==> src/prog_fetch_map.vh <==
`ifndef PROG_FETCH_MAP_VH
`define PROG_FETCH_MAP_VH

// Address space
`define ADDR_W            16
`define ROM_BASE_SMALL    16'hC000
`define ROM_BASE_LARGE    16'hA000
`define SFR_BASE          16'h0000
`define SFR_LAST          16'h003F
`define RAM_BASE          16'h0040
`define RAM_LAST          16'h023F
`define DBR_BASE          16'h0F80
`define DBR_LAST          16'h0FFF
`define BANK_SPAN         16'h0080
`define BANK_LSB          3
`define BANK_MSB          6

// Space codes
`define SPACE_NONE        3'h0
`define SPACE_PROG        3'h1
`define SPACE_DATA        3'h2
`define SPACE_SFR         3'h3
`define SPACE_DBR         3'h4

// Top page layout
`define PAGE_CALL_HI      8'hFF
`define VCALL_BASE        16'hFFC0
`define IVEC_BASE         16'hFFE0
`define RESET_VEC_INDEX   4'hF

// Jump arithmetic
`define REL_BASE_OFFSET   16'h0002
`define SHORT_DISP_MSB    4
`define FETCH_STEP        16'h0001

// Commands
`define OP_FETCH          3'h0
`define OP_SHORT_REL      3'h1
`define OP_BYTE_REL       3'h2
`define OP_ABS_JUMP       3'h3
`define OP_TABLE_CALL     3'h4
`define OP_PAGE_CALL      3'h5
`define OP_VECTOR         3'h6

// Reset pin drive length
`define RST_DRIVE_CYCLES  8

`endif

==> src/program_fetch_address_map.v <==
`timescale 1ns/1ns
`include "prog_fetch_map.vh"

module program_fetch_address_map #(
  parameter LARGE_ROM        = 0,                  // 1 selects the 24 KB variant
  parameter RST_DRIVE_CYCLES = `RST_DRIVE_CYCLES   // Cycles the reset pin is pulled low
) (
  input  wire        mclk,           // Core clock, 250 MHz
  input  wire        nrst,           // Asynchronous reset, active low
  input  wire        cmd_valid,      // Command strobe, taken when busy is low
  input  wire [2:0]  cmd_op,         // Command code
  input  wire [15:0] cmd_addr,       // Address of the executing instruction
  input  wire [7:0]  cmd_disp,       // Displacement or page-call entry byte
  input  wire [15:0] cmd_target,     // Absolute jump target
  input  wire [3:0]  cmd_index,      // Table call or vector index
  input  wire        cmd_cond,       // Jump condition flag
  output reg  [15:0] rom_addr,       // Program memory address
  output reg         rom_rd,         // Program memory read strobe
  input  wire [7:0]  rom_data,       // Program memory data, one cycle after rom_rd
  output reg  [15:0] pc,             // Program counter
  output reg         busy,           // Command in progress
  output reg  [7:0]  fetch_data,     // Fetched byte
  output reg         fetch_valid,    // Fetched byte strobe
  output reg         fetch_fault,    // Fetch outside the ROM window
  output reg  [15:0] ret_addr,       // Return address for calls
  output reg         call_push,      // Return address strobe
  input  wire [15:0] data_addr,      // Load/store address to classify
  output reg  [2:0]  data_space,     // Space of data_addr
  output reg         bank_hit,       // data_addr falls in a register bank
  output reg  [3:0]  bank_sel,       // Register bank of data_addr
  input  wire        wdt_rst_req,    // Watchdog reset event
  input  wire        trap_rst_req,   // Address-trap reset event
  input  wire        clk_rst_req,    // System-clock reset event
  input  wire        rst_pin_in,     // Reset pin level
  output reg         rst_pin_out,    // Reset pin drive value
  output reg         rst_pin_oe_n,   // Reset pin enable, low while driving
  output reg         core_rst_n      // Core reset from the pin, active low
);

  // Vector loads finish four edges after the take, fetches two
  localparam S_IDLE   = 3'h0;
  localparam S_VEC    = 3'h1;
  localparam S_VEC_A  = 3'h2;
  localparam S_VEC_B  = 3'h3;
  localparam S_VEC_C  = 3'h4;
  localparam S_FETCH  = 3'h5;
  localparam S_FDATA  = 3'h6;

  localparam [15:0] ROM_BASE = LARGE_ROM ? `ROM_BASE_LARGE : `ROM_BASE_SMALL;
  localparam [7:0]  DRIVE_N  = RST_DRIVE_CYCLES[7:0];

  reg  [2:0]  state;
  reg  [15:0] vec_addr;
  reg  [7:0]  vec_lo;
  reg  [7:0]  drive_cnt;
  reg         pin_meta;
  reg         pin_sync;
  reg  [2:0]  next_space;
  wire [15:0] rel_base;
  wire [15:0] short_disp;
  wire [15:0] byte_disp;
  wire [15:0] data_off;
  wire        in_sfr;
  wire        in_ram;
  wire        in_dbr;
  wire        in_rom;
  wire        in_bank;
  wire        pc_below_rom;
  wire        rst_event;
  wire [3:0]  bank_of;
  wire [15:0] index_offset;
  wire [15:0] table_vec_addr;
  wire [15:0] intr_vec_addr;
  wire [15:0] reset_vec_addr;
  reg  [15:0] next_jump_pc;

  // Base is the instruction address plus two, wrapping freely
  assign rel_base   = cmd_addr + `REL_BASE_OFFSET;
  assign short_disp = {{11{cmd_disp[`SHORT_DISP_MSB]}}, cmd_disp[`SHORT_DISP_MSB:0]};
  assign byte_disp  = {{8{cmd_disp[7]}}, cmd_disp};
  assign data_off   = data_addr - `RAM_BASE;

  // Vector slots sit two bytes apart, low byte at the even address
  assign index_offset   = {11'h000, cmd_index, 1'b0};
  assign table_vec_addr = `VCALL_BASE + index_offset;
  assign intr_vec_addr  = `IVEC_BASE + index_offset;
  assign reset_vec_addr = `IVEC_BASE + {11'h000, `RESET_VEC_INDEX, 1'b0};

  // Space windows do not overlap, so the test order below is free
  assign in_rom       = (data_addr >= ROM_BASE);
  assign in_sfr       = (data_addr <= `SFR_LAST);
  assign in_ram       = (data_addr >= `RAM_BASE) && (data_addr <= `RAM_LAST);
  assign in_dbr       = (data_addr >= `DBR_BASE) && (data_addr <= `DBR_LAST);
  assign in_bank      = in_ram && (data_off < `BANK_SPAN);
  assign bank_of      = data_off[`BANK_MSB:`BANK_LSB];

  // Out-of-window fetches still read; the flag lets the core trap them
  assign pc_below_rom = (pc < ROM_BASE);
  assign rst_event    = wdt_rst_req || trap_rst_req || clk_rst_req;

  // Space classification of load/store addresses
  always @* begin
    if (in_rom)
      next_space = `SPACE_PROG;
    else if (in_sfr)
      next_space = `SPACE_SFR;
    else if (in_ram)
      next_space = `SPACE_DATA;
    else if (in_dbr)
      next_space = `SPACE_DBR;
    else
      next_space = `SPACE_NONE;
  end

  // Target of the single-cycle transfers; sums wrap at 16 bits, no page limits
  always @* begin
    next_jump_pc = pc;
    case (cmd_op)
      `OP_SHORT_REL: begin
        next_jump_pc = rel_base + short_disp;
      end
      `OP_BYTE_REL: begin
        next_jump_pc = rel_base + byte_disp;
      end
      `OP_ABS_JUMP: begin
        next_jump_pc = cmd_target;
      end
      `OP_PAGE_CALL: begin
        // Entries above FFBF land in the vector tables
        next_jump_pc = {`PAGE_CALL_HI, cmd_disp};
      end
      default: begin
        next_jump_pc = pc;
      end
    endcase
  end

  always @(posedge mclk or negedge nrst) begin
    if (!nrst) begin
      data_space <= `SPACE_NONE;
      bank_hit   <= 1'b0;
      bank_sel   <= 4'h0;
    end else begin
      data_space <= next_space;
      bank_hit   <= in_bank;
      bank_sel   <= bank_of;
    end
  end

  // Reset pin: synchronised input, open drive on internal events
  always @(posedge mclk or negedge nrst) begin
    if (!nrst) begin
      pin_meta     <= 1'b0;
      pin_sync     <= 1'b0;
      core_rst_n   <= 1'b0;
      drive_cnt    <= 8'h00;
      rst_pin_out  <= 1'b0;
      rst_pin_oe_n <= 1'b1;
    end else begin
      pin_meta    <= rst_pin_in;
      pin_sync    <= pin_meta;
      core_rst_n  <= pin_sync;
      rst_pin_out <= 1'b0;
      // Stretch a one-cycle event so the pin is seen by the outside world
      if (rst_event) begin
        drive_cnt    <= DRIVE_N;
        rst_pin_oe_n <= 1'b0;
      end else if (drive_cnt != 8'h00) begin
        drive_cnt    <= drive_cnt - 8'h01;
        rst_pin_oe_n <= (drive_cnt == 8'h01);
      end else begin
        rst_pin_oe_n <= 1'b1;
      end
    end
  end

  // Fetch and jump sequencer
  always @(posedge mclk or negedge nrst) begin
    if (!nrst) begin
      state       <= S_VEC;
      vec_addr    <= `IVEC_BASE + {11'h000, `RESET_VEC_INDEX, 1'b0};
      vec_lo      <= 8'h00;
      pc          <= 16'h0000;
      busy        <= 1'b1;
      rom_addr    <= 16'h0000;
      rom_rd      <= 1'b0;
      fetch_data  <= 8'h00;
      fetch_valid <= 1'b0;
      fetch_fault <= 1'b0;
      ret_addr    <= 16'h0000;
      call_push   <= 1'b0;
    end else if (!core_rst_n) begin
      // Held in reset by the pin; restart from the reset vector on release
      state       <= S_VEC;
      vec_addr    <= reset_vec_addr;
      busy        <= 1'b1;
      rom_rd      <= 1'b0;
      fetch_valid <= 1'b0;
      call_push   <= 1'b0;
    end else begin
      rom_rd      <= 1'b0;
      fetch_valid <= 1'b0;
      call_push   <= 1'b0;
      case (state)
        S_IDLE: begin
          if (cmd_valid) begin
            case (cmd_op)
              `OP_FETCH: begin
                rom_addr    <= pc;
                rom_rd      <= 1'b1;
                fetch_fault <= pc_below_rom;
                pc          <= pc + `FETCH_STEP;
                busy        <= 1'b1;
                state       <= S_FETCH;
              end
              `OP_SHORT_REL: begin
                if (cmd_cond)
                  pc <= next_jump_pc;
              end
              `OP_BYTE_REL: begin
                if (cmd_cond)
                  pc <= next_jump_pc;
              end
              `OP_ABS_JUMP: begin
                pc <= next_jump_pc;
              end
              `OP_TABLE_CALL: begin
                ret_addr  <= pc;
                call_push <= 1'b1;
                vec_addr  <= table_vec_addr;
                busy      <= 1'b1;
                state     <= S_VEC;
              end
              `OP_PAGE_CALL: begin
                ret_addr  <= pc;
                call_push <= 1'b1;
                pc        <= next_jump_pc;
              end
              `OP_VECTOR: begin
                ret_addr  <= pc;
                call_push <= (cmd_index != `RESET_VEC_INDEX);
                vec_addr  <= intr_vec_addr;
                busy      <= 1'b1;
                state     <= S_VEC;
              end
              default: begin
                state <= S_IDLE;
              end
            endcase
          end
        end
        S_VEC: begin
          rom_addr <= vec_addr;
          rom_rd   <= 1'b1;
          state    <= S_VEC_A;
        end
        S_VEC_A: begin
          // Pipelined: high byte requested while low byte returns
          rom_addr <= vec_addr + `FETCH_STEP;
          rom_rd   <= 1'b1;
          state    <= S_VEC_B;
        end
        S_VEC_B: begin
          vec_lo <= rom_data;
          state  <= S_VEC_C;
        end
        S_VEC_C: begin
          pc    <= {rom_data, vec_lo};
          busy  <= 1'b0;
          state <= S_IDLE;
        end
        S_FETCH: begin
          state <= S_FDATA;
        end
        S_FDATA: begin
          fetch_data  <= rom_data;
          fetch_valid <= 1'b1;
          busy        <= 1'b0;
          state       <= S_IDLE;
        end
        default: begin
          busy  <= 1'b0;
          state <= S_IDLE;
        end
      endcase
    end
  end

endmodule

==> config.mk <==
export PLATFORM = sky130hd
export DESIGN_NAME = program_fetch_address_map
export DESIGN_NICKNAME = d
export VERILOG_FILES = /design/src/program_fetch_address_map.v
export VERILOG_INCLUDE_DIRS = /design/src
export SDC_FILE = /design/constraint.sdc
export NUM_CORES = 1
export LEC_CHECK = 0
export BUFFER_PORTS_ARGS = -buffer_cell sky130_fd_sc_hd__buf_4
export CAP_MARGIN = 20
export CELL_PAD_IN_SITES_DETAIL_PLACEMENT = 0
export CELL_PAD_IN_SITES_GLOBAL_PLACEMENT = 1
export CORE_UTILIZATION = 35
export DETAILED_ROUTE_END_ITERATION = 8
export GPL_TIMING_DRIVEN = 0
export PLACE_DENSITY = 0.71
export SLEW_MARGIN = 25
export SYNTH_ARGS = -nofsm -noshare
export SYNTH_HDL_FRONTEND = slang
export SYNTH_SLANG_ARGS = --single-unit
==> constraint.sdc <==
create_clock -name mclk -period 5.71 [get_ports mclk]
set_input_delay 1.142 -clock mclk [delete_from_list [all_inputs] [get_ports mclk]]
set_output_delay 1.142 -clock mclk [all_outputs]
set_load 0.02 [all_outputs]
==> results.toml, run 1 <==
[status]
status = "completed"

[die]
die-area_um2 = 17700
io_pins = 151
placementRows = 47
die_h_um = 133
start_util_pct = 36.1
die_w_um = 133
core_area_um2 = 16600

[clock_tree]
cts_max_path_buffers = 2
clk_pin_slew_worst_paths_ns = 0.07
cts_root_buf = "clkbuf_16"
cts_hold_buf = 0
cts-resized-gates = 0
clock_latency_ns = 0.35
cts_setup_buffers = 0
htree_levels = 3
clock_sinks = 97
cts_made_buffers = 9
cts_tree = "built"

[placement]
dp_hpwl_um = 14600
placed_area_um2 = 7390
dp_cells = 1037
port_buffers = 147
gp_congestion = 0.863

[routing]
antenna_left = 0
dr.pass1.iters = 5
dr_total_vias = 5690
drc = 0
via_per_inst = 5.40
routedWlPerCell_um = 17.9
wirelength_um = 18900
drt_iter0_markers = 355

[global_route]
track_usage_pct = 21.6
grt-ovfl-total = 0
grt_pass1_vias = 5497
grt_max_degree = 98
grt_first_pass_wirelength_um = 29600
grt_antenna_before_repair = 0

[timing]
period_share_pct = 68.0
slew_headroom_pct = 34.1
skew_ns = 0.00905
tightestPinTransition_ns = 0.981
rsz0062_at_grt = "no"
max_freq_ghz = 0.257
finalHoldViolCount = 0
tns_ns = 0
final.min_clock_period_ns = 3.89
setup_viol = 0
drv_slew = 0

[synth]
synthArstFlopShare_pct = 100
synth_top_area_share_pct = 37.1
synth_enable_flop_cells = 0
syn-num-nets = 771
synth_common_cells = "dfrtp_1 (89), nand2_1 (73), nor2_1 (71), a21oi_1 (56), o21ai_0 (31)"
yosysSeqAreaShare_pct = 40.6
synth.most_common_cell = "dfrtp_1"
syn_area_um2 = 6010
ys_ff_latch = 97
syn_area_per_cell_um2 = 8.97
synth_ff_type = "dfrtp_1"
ys_types = 69
yosysTopAreaCell = "dfrtp_1"
ys_warn_count = 0
syn_inst = 670
yosys-top-cells-area = "dfrtp_1 (37%), a21oi_1 (4.7%), nand2_1 (4.6%), mux2_2 (4.5%), nor2_1 (4.4%)"

[setup_path]
path_class = "input port to flop"
end_kind = "flop"
worstPathArrival_ns = 4.11
slowest_stage = "nor3b_4"
critPathMaxFanout = 10
cp_common_cell = "o21ai_0"
worstSetupStartpointType = "input port"
crit_path_max_incr_delay_ns = 0.44
worst_ep_required_time_ns = 5.94
path_cells = "buf_4 > nor3b_4 > mux2i_1 > inv_1 > ha_1 > a2111oi_0 > o21ai_0 > o211a_1 > or3_1 > a21oi_1 > o21ai_0"

[worst_hold_path]
hp-class = "flop to flop"

[layout]
final_cells = 1053
area_delta_synth_final_pct = 27.9
seq_area_um2 = 2440
nNetsFinal = 929
multi_input_area_um2 = 3380
drive_above_1_share_pct = 25.0
fin_area_um2 = 7680
antenna-diode-count = 0
fillers = 1661

[power_and_ir_drop]
p_total_uw = 2890
p_per_area_nw_per_um2 = 376
vdd_drop_max_uv = 239
p_leak_uw = 0.00344

[flow_run]
max_cap_violations = 0
-- area by class of cell --
class / count / share of cell area (%)
buffer: 27 / 1.61
clock buffer: 14 / 3.31
clock inverter: 2 / 0.505
inverter: 18 / 0.879
multi-input combinational: 528 / 44.0
sequential: 97 / 31.7
tap: 220 / 3.58
timing repair buffer: 147 / 14.4
-- logic make-up (layout without fill, tap and decap cells) --
kind of cell,count (synthesis),count (layout),share of synthesized area (%)
flops,97,97,40.6
other cells,1,1,0.0624
mux,39,39,7.00
buf+inv,45,208,3.19
fa+ha+maj,22,22,4.71
xor+xnor,33,33,4.94
compound gates,174,174,18.5
simple gates,259,259,21.0
-- layout by cell type, fill, tap and decap left out, types with 4 or more instances in the layout --
master     instances
mux2_2            24
nand3_1           28
o21ai_0           31
nor2b_1            4
nor2_1            71
a211oi_1           7
nand4_1           11
dfrtp_1           89
and3_1             9
inv_1             15
dfstp_2            8
a31oi_1           14
xor2_1            10
nor4_1             5
clkbuf_1          24
mux2i_1           15
ha_1              21
buf_4            149
xnor2_1           22
nand2_1           73
o31ai_1            5
nor3_1            14
o211ai_1           4
clkbuf_16          9
a21oi_1           56
nand2b_1          11
and2_1             5
a21o_1            14
or3_1              8
o22ai_1            6
-- registers in the layout, indices dropped and copies added (netlist names) --
| name | cells |
|---|---|
| fetch_fault | 1 |
| vec_addr | 5 |
| call_push | 1 |
| ret_addr | 16 |
| bank_hit | 1 |
| data_space | 3 |
| bank_sel | 4 |
| core_rst_n | 1 |
| pin_meta | 1 |
| pc | 16 |
| rom_addr | 16 |
| state | 3 |
| busy | 1 |
| drive_cnt | 8 |
| rst_pin_oe_n | 1 |
| fetch_valid | 1 |
| fetch_data | 8 |
| pin_sync | 1 |
| rom_rd | 1 |
| vec_lo | 8 |
-- per-layer routing --
layer | up-vias | share of wire [%] | GRT usage (%)
met3 | 32 | 5.4 | 2.99
met4 | 0 | 2.4 | 8.17
li1 | 2757 | - | -
met2 | 201 | 47 | 35.1
met1 | 2700 | 45 | 29.0
met5 | - | 0 | 0
-- metrics by stage --
| stage | hold slack (ns) | util (%) | setup WS, ns |
|---|---|---|---|
| after global routing | 0.370 | 46.2 | 1.50 |
| after CTS | 0.357 | 46.2 | 1.81 |
| after floorplan | 0.331 | - | 2.08 |
| after detailed placement | 0.341 | 44.4 | 1.47 |
| final | 0.356 | 46.2 | 1.82 |
| after global placement | 0.336 | 44.4 | 1.46 |
-- path summary, 6_finish.rpt --
kind                                    start                       end  slack [ns]  cells past startpoint
max in group asynchronous                nrst         pc[3]$_DFFE_PN0P_        4.21                      1
max                                 cmd_op[2]         pc[9]$_DFFE_PN0P_        1.82                     11
min in group asynchronous                nrst  drive_cnt[4]$_DFFE_PN0P_        0.87                      1
max reg2reg                 pc[2]$_DFFE_PN0P_        pc[15]$_DFFE_PN0P_        3.13                      7
min reg2reg                pin_sync$_DFF_PN0_      core_rst_n$_DFF_PN0_        0.36                      0
min                        pin_sync$_DFF_PN0_      core_rst_n$_DFF_PN0_        0.36                      0
-- power by group --
group | leakage (µW) | internal (µW) | switching [µW]
clock network | 0.000141 | 353 | 257
registers | 0.00113 | 882 | 212
logic | 0.00217 | 517 | 665
-- critical path: cells and delay by family --
kind,cells,cell delay [ns]
AO/OA/AOI/OAI,5,1.24
adder cells (fa/ha/maj),1,0.29
buffers and inverters,2,0.36
multiplexers,1,0.33
AND/OR/NAND/NOR,2,0.75
(Power assumes the default switching activity.)
==> run 2: changes to the inputs <==
Settings changed: ABC_AREA set to 1, PLACE_DENSITY 0.71 to 0.74.
Clock period 5.71 ns to 3.8 ns, I/O delays scaled along.
==> results.toml, run 2 <==
[timing]
period_share_pct = 78.2
setup_viol = 0
slew_headroom_pct = 41.2
rsz0062_at_grt = "no"
skew_ns = 0.00634
tns_ns = 0
finalHoldViolCount = 0
final.min_clock_period_ns = 2.97
max_freq_ghz = 0.337
tightestPinTransition_ns = 0.882
drv_slew = 0

[synth]
synthArstFlopShare_pct = 100
ys_warn_count = 0
synth_common_cells = "nand2_1 (224), inv_1 (106), o21ai_0 (97), dfrtp_1 (89), nor2_1 (69)"
yosysTopAreaCell = "dfrtp_1"
syn-num-nets = 936
synth_ff_type = "dfrtp_1"
syn_inst = 835
synth_enable_flop_cells = 0
yosysSeqAreaShare_pct = 40.2
ys_ff_latch = 97
yosys-top-cells-area = "dfrtp_1 (37%), nand2_1 (14%), o21ai_0 (8.0%), inv_1 (6.6%), ha_1 (4.3%)"
synth_top_area_share_pct = 36.7
syn_area_per_cell_um2 = 7.26
syn_area_um2 = 6060
ys_types = 46
synth.most_common_cell = "nand2_1"

[placement]
port_buffers = 147
placed_area_um2 = 7450
gp_congestion = 0.863
dp_hpwl_um = 14200

[routing]
routedWlPerCell_um = 14.8
antenna_left = 0
drc = 0
dr.pass1.iters = 5
wirelength_um = 18100
via_per_inst = 4.83
drt_iter0_markers = 308
dr_total_vias = 5883

[clock_tree]
clock_sinks = 97
cts_root_buf = "clkbuf_16"
cts-resized-gates = 0
htree_levels = 3
clk_pin_slew_worst_paths_ns = 0.07
cts_made_buffers = 9
cts_setup_buffers = 0
clock_latency_ns = 0.35
cts_hold_buf = 0
cts_tree = "built"
cts_max_path_buffers = 2

[setup_path]
end_kind = "flop"
worstPathArrival_ns = 3.22
path_class = "input port to flop"
critPathMaxFanout = 5
worstSetupStartpointType = "input port"
worst_ep_required_time_ns = 4.05

[layout]
layout_common_cells = "nand2_1 (224), buf_4 (148), inv_1 (106)"
fin_util_pct = 46.4
fin_area_um2 = 7780
drive_above_1_share_pct = 20.8
nNetsFinal = 1094
top_regs = "pc x16, ret_addr x16, rom_addr x16"
antenna-diode-count = 0
layout_commonest_cell = "nand2_1"
area_delta_synth_final_pct = 28.3

[power_and_ir_drop]
switching_share_pct = 40.7
clkPwrFrac_pct = 21.6
p_leak_uw = 0.00408
vdd_drop_max_uv = 471
p_sw_uw = 1910
pwr-share-comb_pct = 41.8
p_per_area_nw_per_um2 = 603
p_total_uw = 4690
power_frac_seq_pct = 36.6
power.internal_uw = 2780

[die]
die_h_um = 134
io_pins = 151
placementRows = 47
start_util_pct = 36.2
core_area_um2 = 16800
die_w_um = 134
die-area_um2 = 17900

[global_route]
track_usage_pct = 21.2
grt_first_pass_wirelength_um = 29700
grt-ovfl-total = 0
grt_antenna_before_repair = 0
grt_max_degree = 98
grt_pass1_vias = 5775

[status]
status = "completed"

[flow_run]
max_cap_violations = 0

[worst_hold_path]
hp-class = "flop to flop"
==> run 2: cell types whose count changed after synthesis, sizes merged, moves of 15 or more <==
cell   change
mux2      -22
nand3     +22
nand2    +156
xnor2     -16
inv       +95
o21ai     +70
mux2i     -15
==> run 2: path summary, 6_finish.rpt <==
path	cells after the start	slack, ns	start	endpoint
min in group asynchronous	1	0.51	nrst	call_push$_DFF_PN0_
max reg2reg	12	1.64	pc[1]$_DFFE_PN0P_	pc[14]$_DFFE_PN0P_
max in group asynchronous	1	2.71	nrst	bank_sel[1]$_DFF_PN0_
max	18	0.83	cmd_addr[1]	pc[14]$_DFFE_PN0P_
min	0	0.35	pin_sync$_DFF_PN0_	core_rst_n$_DFF_PN0_
min reg2reg	0	0.35	pin_sync$_DFF_PN0_	core_rst_n$_DFF_PN0_
==> run 2: cells by family (layout without fill, tap and decap cells) <==
group,after synthesis,in the layout,share of synthesized area [%]
and+or+nand+nor,389,389,27.4
AOI/OAI and AO/OA,173,173,15.9
buffers and inverters,131,294,8.58
DFF,97,97,40.2
adders and majority gates,22,22,4.66
xor gates and xnor gates,20,20,2.89
muxes,2,2,0.371
other,1,1,0.0618
==> run 2: routing by layer <==
| metal | wire length (µm) | part of all wire, % | track usage (%) |
|---|---|---|---|
| met1 | 8640 | 48 | 28.9 |
| met2 | 8370 | 46 | 34.9 |
| met3 | 831 | 4.6 | 3.73 |
| met4 | 223 | 1.2 | 4.99 |
| met5 | 0 | 0 | 0 |
==> run 2: area by class of cell <==
cell class	instances	area (µm²)
Timing Repair Buffer	147	1110
Inverter	110	418
Fill cell	1758	8980
Multi-Input combinational cell	607	3110
Buffer	21	103
Clock inverter	4	75.1
Tap cell	220	275
Clock buffer	12	256
Sequential cell	97	2440
==> run 2: power groups by stage <==
stage	sequential [µW]	clock (µW)	combinational, µW
after floorplan	2000	0	786
after global placement	1730	0	1960
after detailed placement	1730	0	1970
after CTS	1720	1030	1980
after global routing	1760	1070	2180
final	1720	1020	1960
==> run 2: stage by stage <==
step,hold slack [ns],setup slack (ns),instances
detailed placement,0.339,0.508,1202
CTS,0.355,0.866,1218
global route,0.369,0.471,1218
floorplan,0.331,0.997,835
finish,0.354,0.830,1218
global placement,0.337,0.477,1202
==> run 2: critical path: stages <==
cell      delay [ns]
buf_4           0.09
ha_1            0.18
nand3_1         0.14
nor2_1          0.24
inv_1           0.09
nor2_1          0.15
xor2_1          0.18
ha_1            0.30
a21oi_1         0.23
nand2_1         0.11
a21oi_1         0.18
nand3b_1        0.09
nand3_1         0.10
nand2_1         0.10
nand2_1         0.09
nand2_1         0.05
nand2_1         0.07
nand2_1         0.05
==> run 3: changes to the inputs <==
Clock period 3.8 ns to 2.9 ns, I/O delays scaled along.
==> results.toml, run 3 (same netlist as run 2, synthesis figures left out) <==
[layout]
area_delta_synth_final_pct = 28.8
layout_common_cells = "nand2_1 (224), buf_4 (148), inv_1 (104)"
antenna-diode-count = 0
layout_commonest_cell = "nand2_1"
fin_util_pct = 46.6
multi_input_area_um2 = 3140
seq_area_um2 = 2440
drive_above_1_share_pct = 21.8
fillers = 1756
nNetsFinal = 1094
top_regs = "pc x16, ret_addr x16, rom_addr x16"

[setup_path]
worstPathArrival_ns = 2.85
path_class = "input port to flop"
slowest_stage = "ha_1"
worst_ep_required_time_ns = 3.15
critPathMaxFanout = 5
end_kind = "flop"
cp_num_buf_inv = 2
path_cells = "buf_4 > ha_1 > nand3_2 > nor2_4 > inv_1 > nor2_2 > xor2_1 > ha_1 > a21oi_1 > nand2_1 > a21oi_2 > nand3b_1 > nand3_1 > nand2_1 > nand2_1 > nand2_1 > nand2_1 > nand2_1"
crit_path_max_incr_delay_ns = 0.31
critPathTopFamily = "simple AND/OR/NAND/NOR gates"
worstSetupStartpointType = "input port"
cp_common_cell = "nand2_1"

[die]
core_area_um2 = 16800
die_h_um = 134
placementRows = 47
die-area_um2 = 17900
die_w_um = 134
start_util_pct = 36.2
io_pins = 151

[clock_tree]
clk_pin_slew_worst_paths_ns = 0.07
cts_made_buffers = 9
clock_latency_ns = 0.35
clock_sinks = 97
cts_hold_buf = 0
cts_max_path_buffers = 2
htree_levels = 3
cts_root_buf = "clkbuf_16"
cts_tree = "built"

[placement]
gp_congestion = 0.863
dp_hpwl_um = 14200
port_buffers = 147

[routing]
via_per_inst = 4.86
dr.pass1.iters = 4
antenna_left = 0
routedWlPerCell_um = 14.9
drt_iter0_markers = 332
wirelength_um = 18100
drc = 0
dr_total_vias = 5923

[power_and_ir_drop]
vdd_drop_max_uv = 617
p_leak_uw = 0.00408
p_per_area_nw_per_um2 = 788
p_total_uw = 6150

[global_route]
grt_antenna_before_repair = 0
grt_max_degree = 98
grt_first_pass_wirelength_um = 29700
track_usage_pct = 21.2
grt-ovfl-total = 0
grt_pass1_vias = 5775

[timing]
drv_slew = 0
tightestPinTransition_ns = 0.884
skew_ns = 0.00592
rsz0062_at_grt = "no"
finalHoldViolCount = 0
setup_viol = 0
max_freq_ghz = 0.383
final.min_clock_period_ns = 2.61
period_share_pct = 90.0
slew_headroom_pct = 41.1

[status]
status = "completed"

[flow_run]
max_cap_violations = 0

[worst_hold_path]
hp-class = "input port to asynchronous set/reset pin"
-- run 3: cell counts in the layout (fill, tap and decap cells not counted) --
No cell type changed its count.
-- run 3: worst paths after layout --
check	startpoint	end	slack, ns	cells past startpoint
min in group mclk	rst_pin_in	pin_meta$_DFF_PN0_	0.34	1
max in group asynchronous	nrst	bank_sel[1]$_DFF_PN0_	1.98	1
worst max-delay path	cmd_addr[1]	pc[14]$_DFFE_PN0P_	0.29	18
worst min register to register	pin_sync$_DFF_PN0_	core_rst_n$_DFF_PN0_	0.35	0
worst max register to register	pc[1]$_DFFE_PN0P_	pc[14]$_DFFE_PN0P_	0.73	12
worst min-delay path	nrst	core_rst_n$_DFF_PN0_	0.33	1
-- run 3: per-layer routing --
layer	track usage, %	up-vias	routed length, µm
met3	3.73	13	889
met1	28.9	2733	8600
li1	-	3033	-
met4	4.99	0	223
met2	34.9	144	8400
met5	0	-	0
-- run 3: area by class of cell --
| type | instances | share of cell area (%) |
|---|---|---|
| Buffer | 21 | 1.31 |
| Clock inverter | 4 | 0.961 |
| Inverter | 110 | 5.35 |
| Timing Repair Buffer | 147 | 14.2 |
| Clock buffer | 12 | 3.28 |
| Tap cell | 220 | 3.52 |
| Sequential cell | 97 | 31.2 |
| Multi-Input combinational cell | 607 | 40.2 |
-- run 3: where the power goes --
part | switching [µW] | internal, µW | leakage, µW
Combinational | 1550 | 1030 | 0.00274
Clock | 523 | 803 | 0.000155
Sequential | 430 | 1820 | 0.00119
-- run 3: metrics by stage --
stage                     cells  hold slack, ns  instance area [µm²]  setup WS [ns]  TNS (ns)
after floorplan             835           0.284                 6060          0.277         0
after global placement     1202           0.337                 7440         -0.243     -1.09
after detailed placement   1202           0.339                 7450         -0.212     -1.05
after CTS                  1218           0.326                 7780          0.146         0
after global routing       1218           0.327                 7810         0.0328         0
final                      1218           0.325                 7810          0.291         0
-- run 3: what timing repair did --
action | CTS | global route
setup endpoints to repair | 0 | 7
setup buffers | 0 | 0
resized for setup | 0 | 11
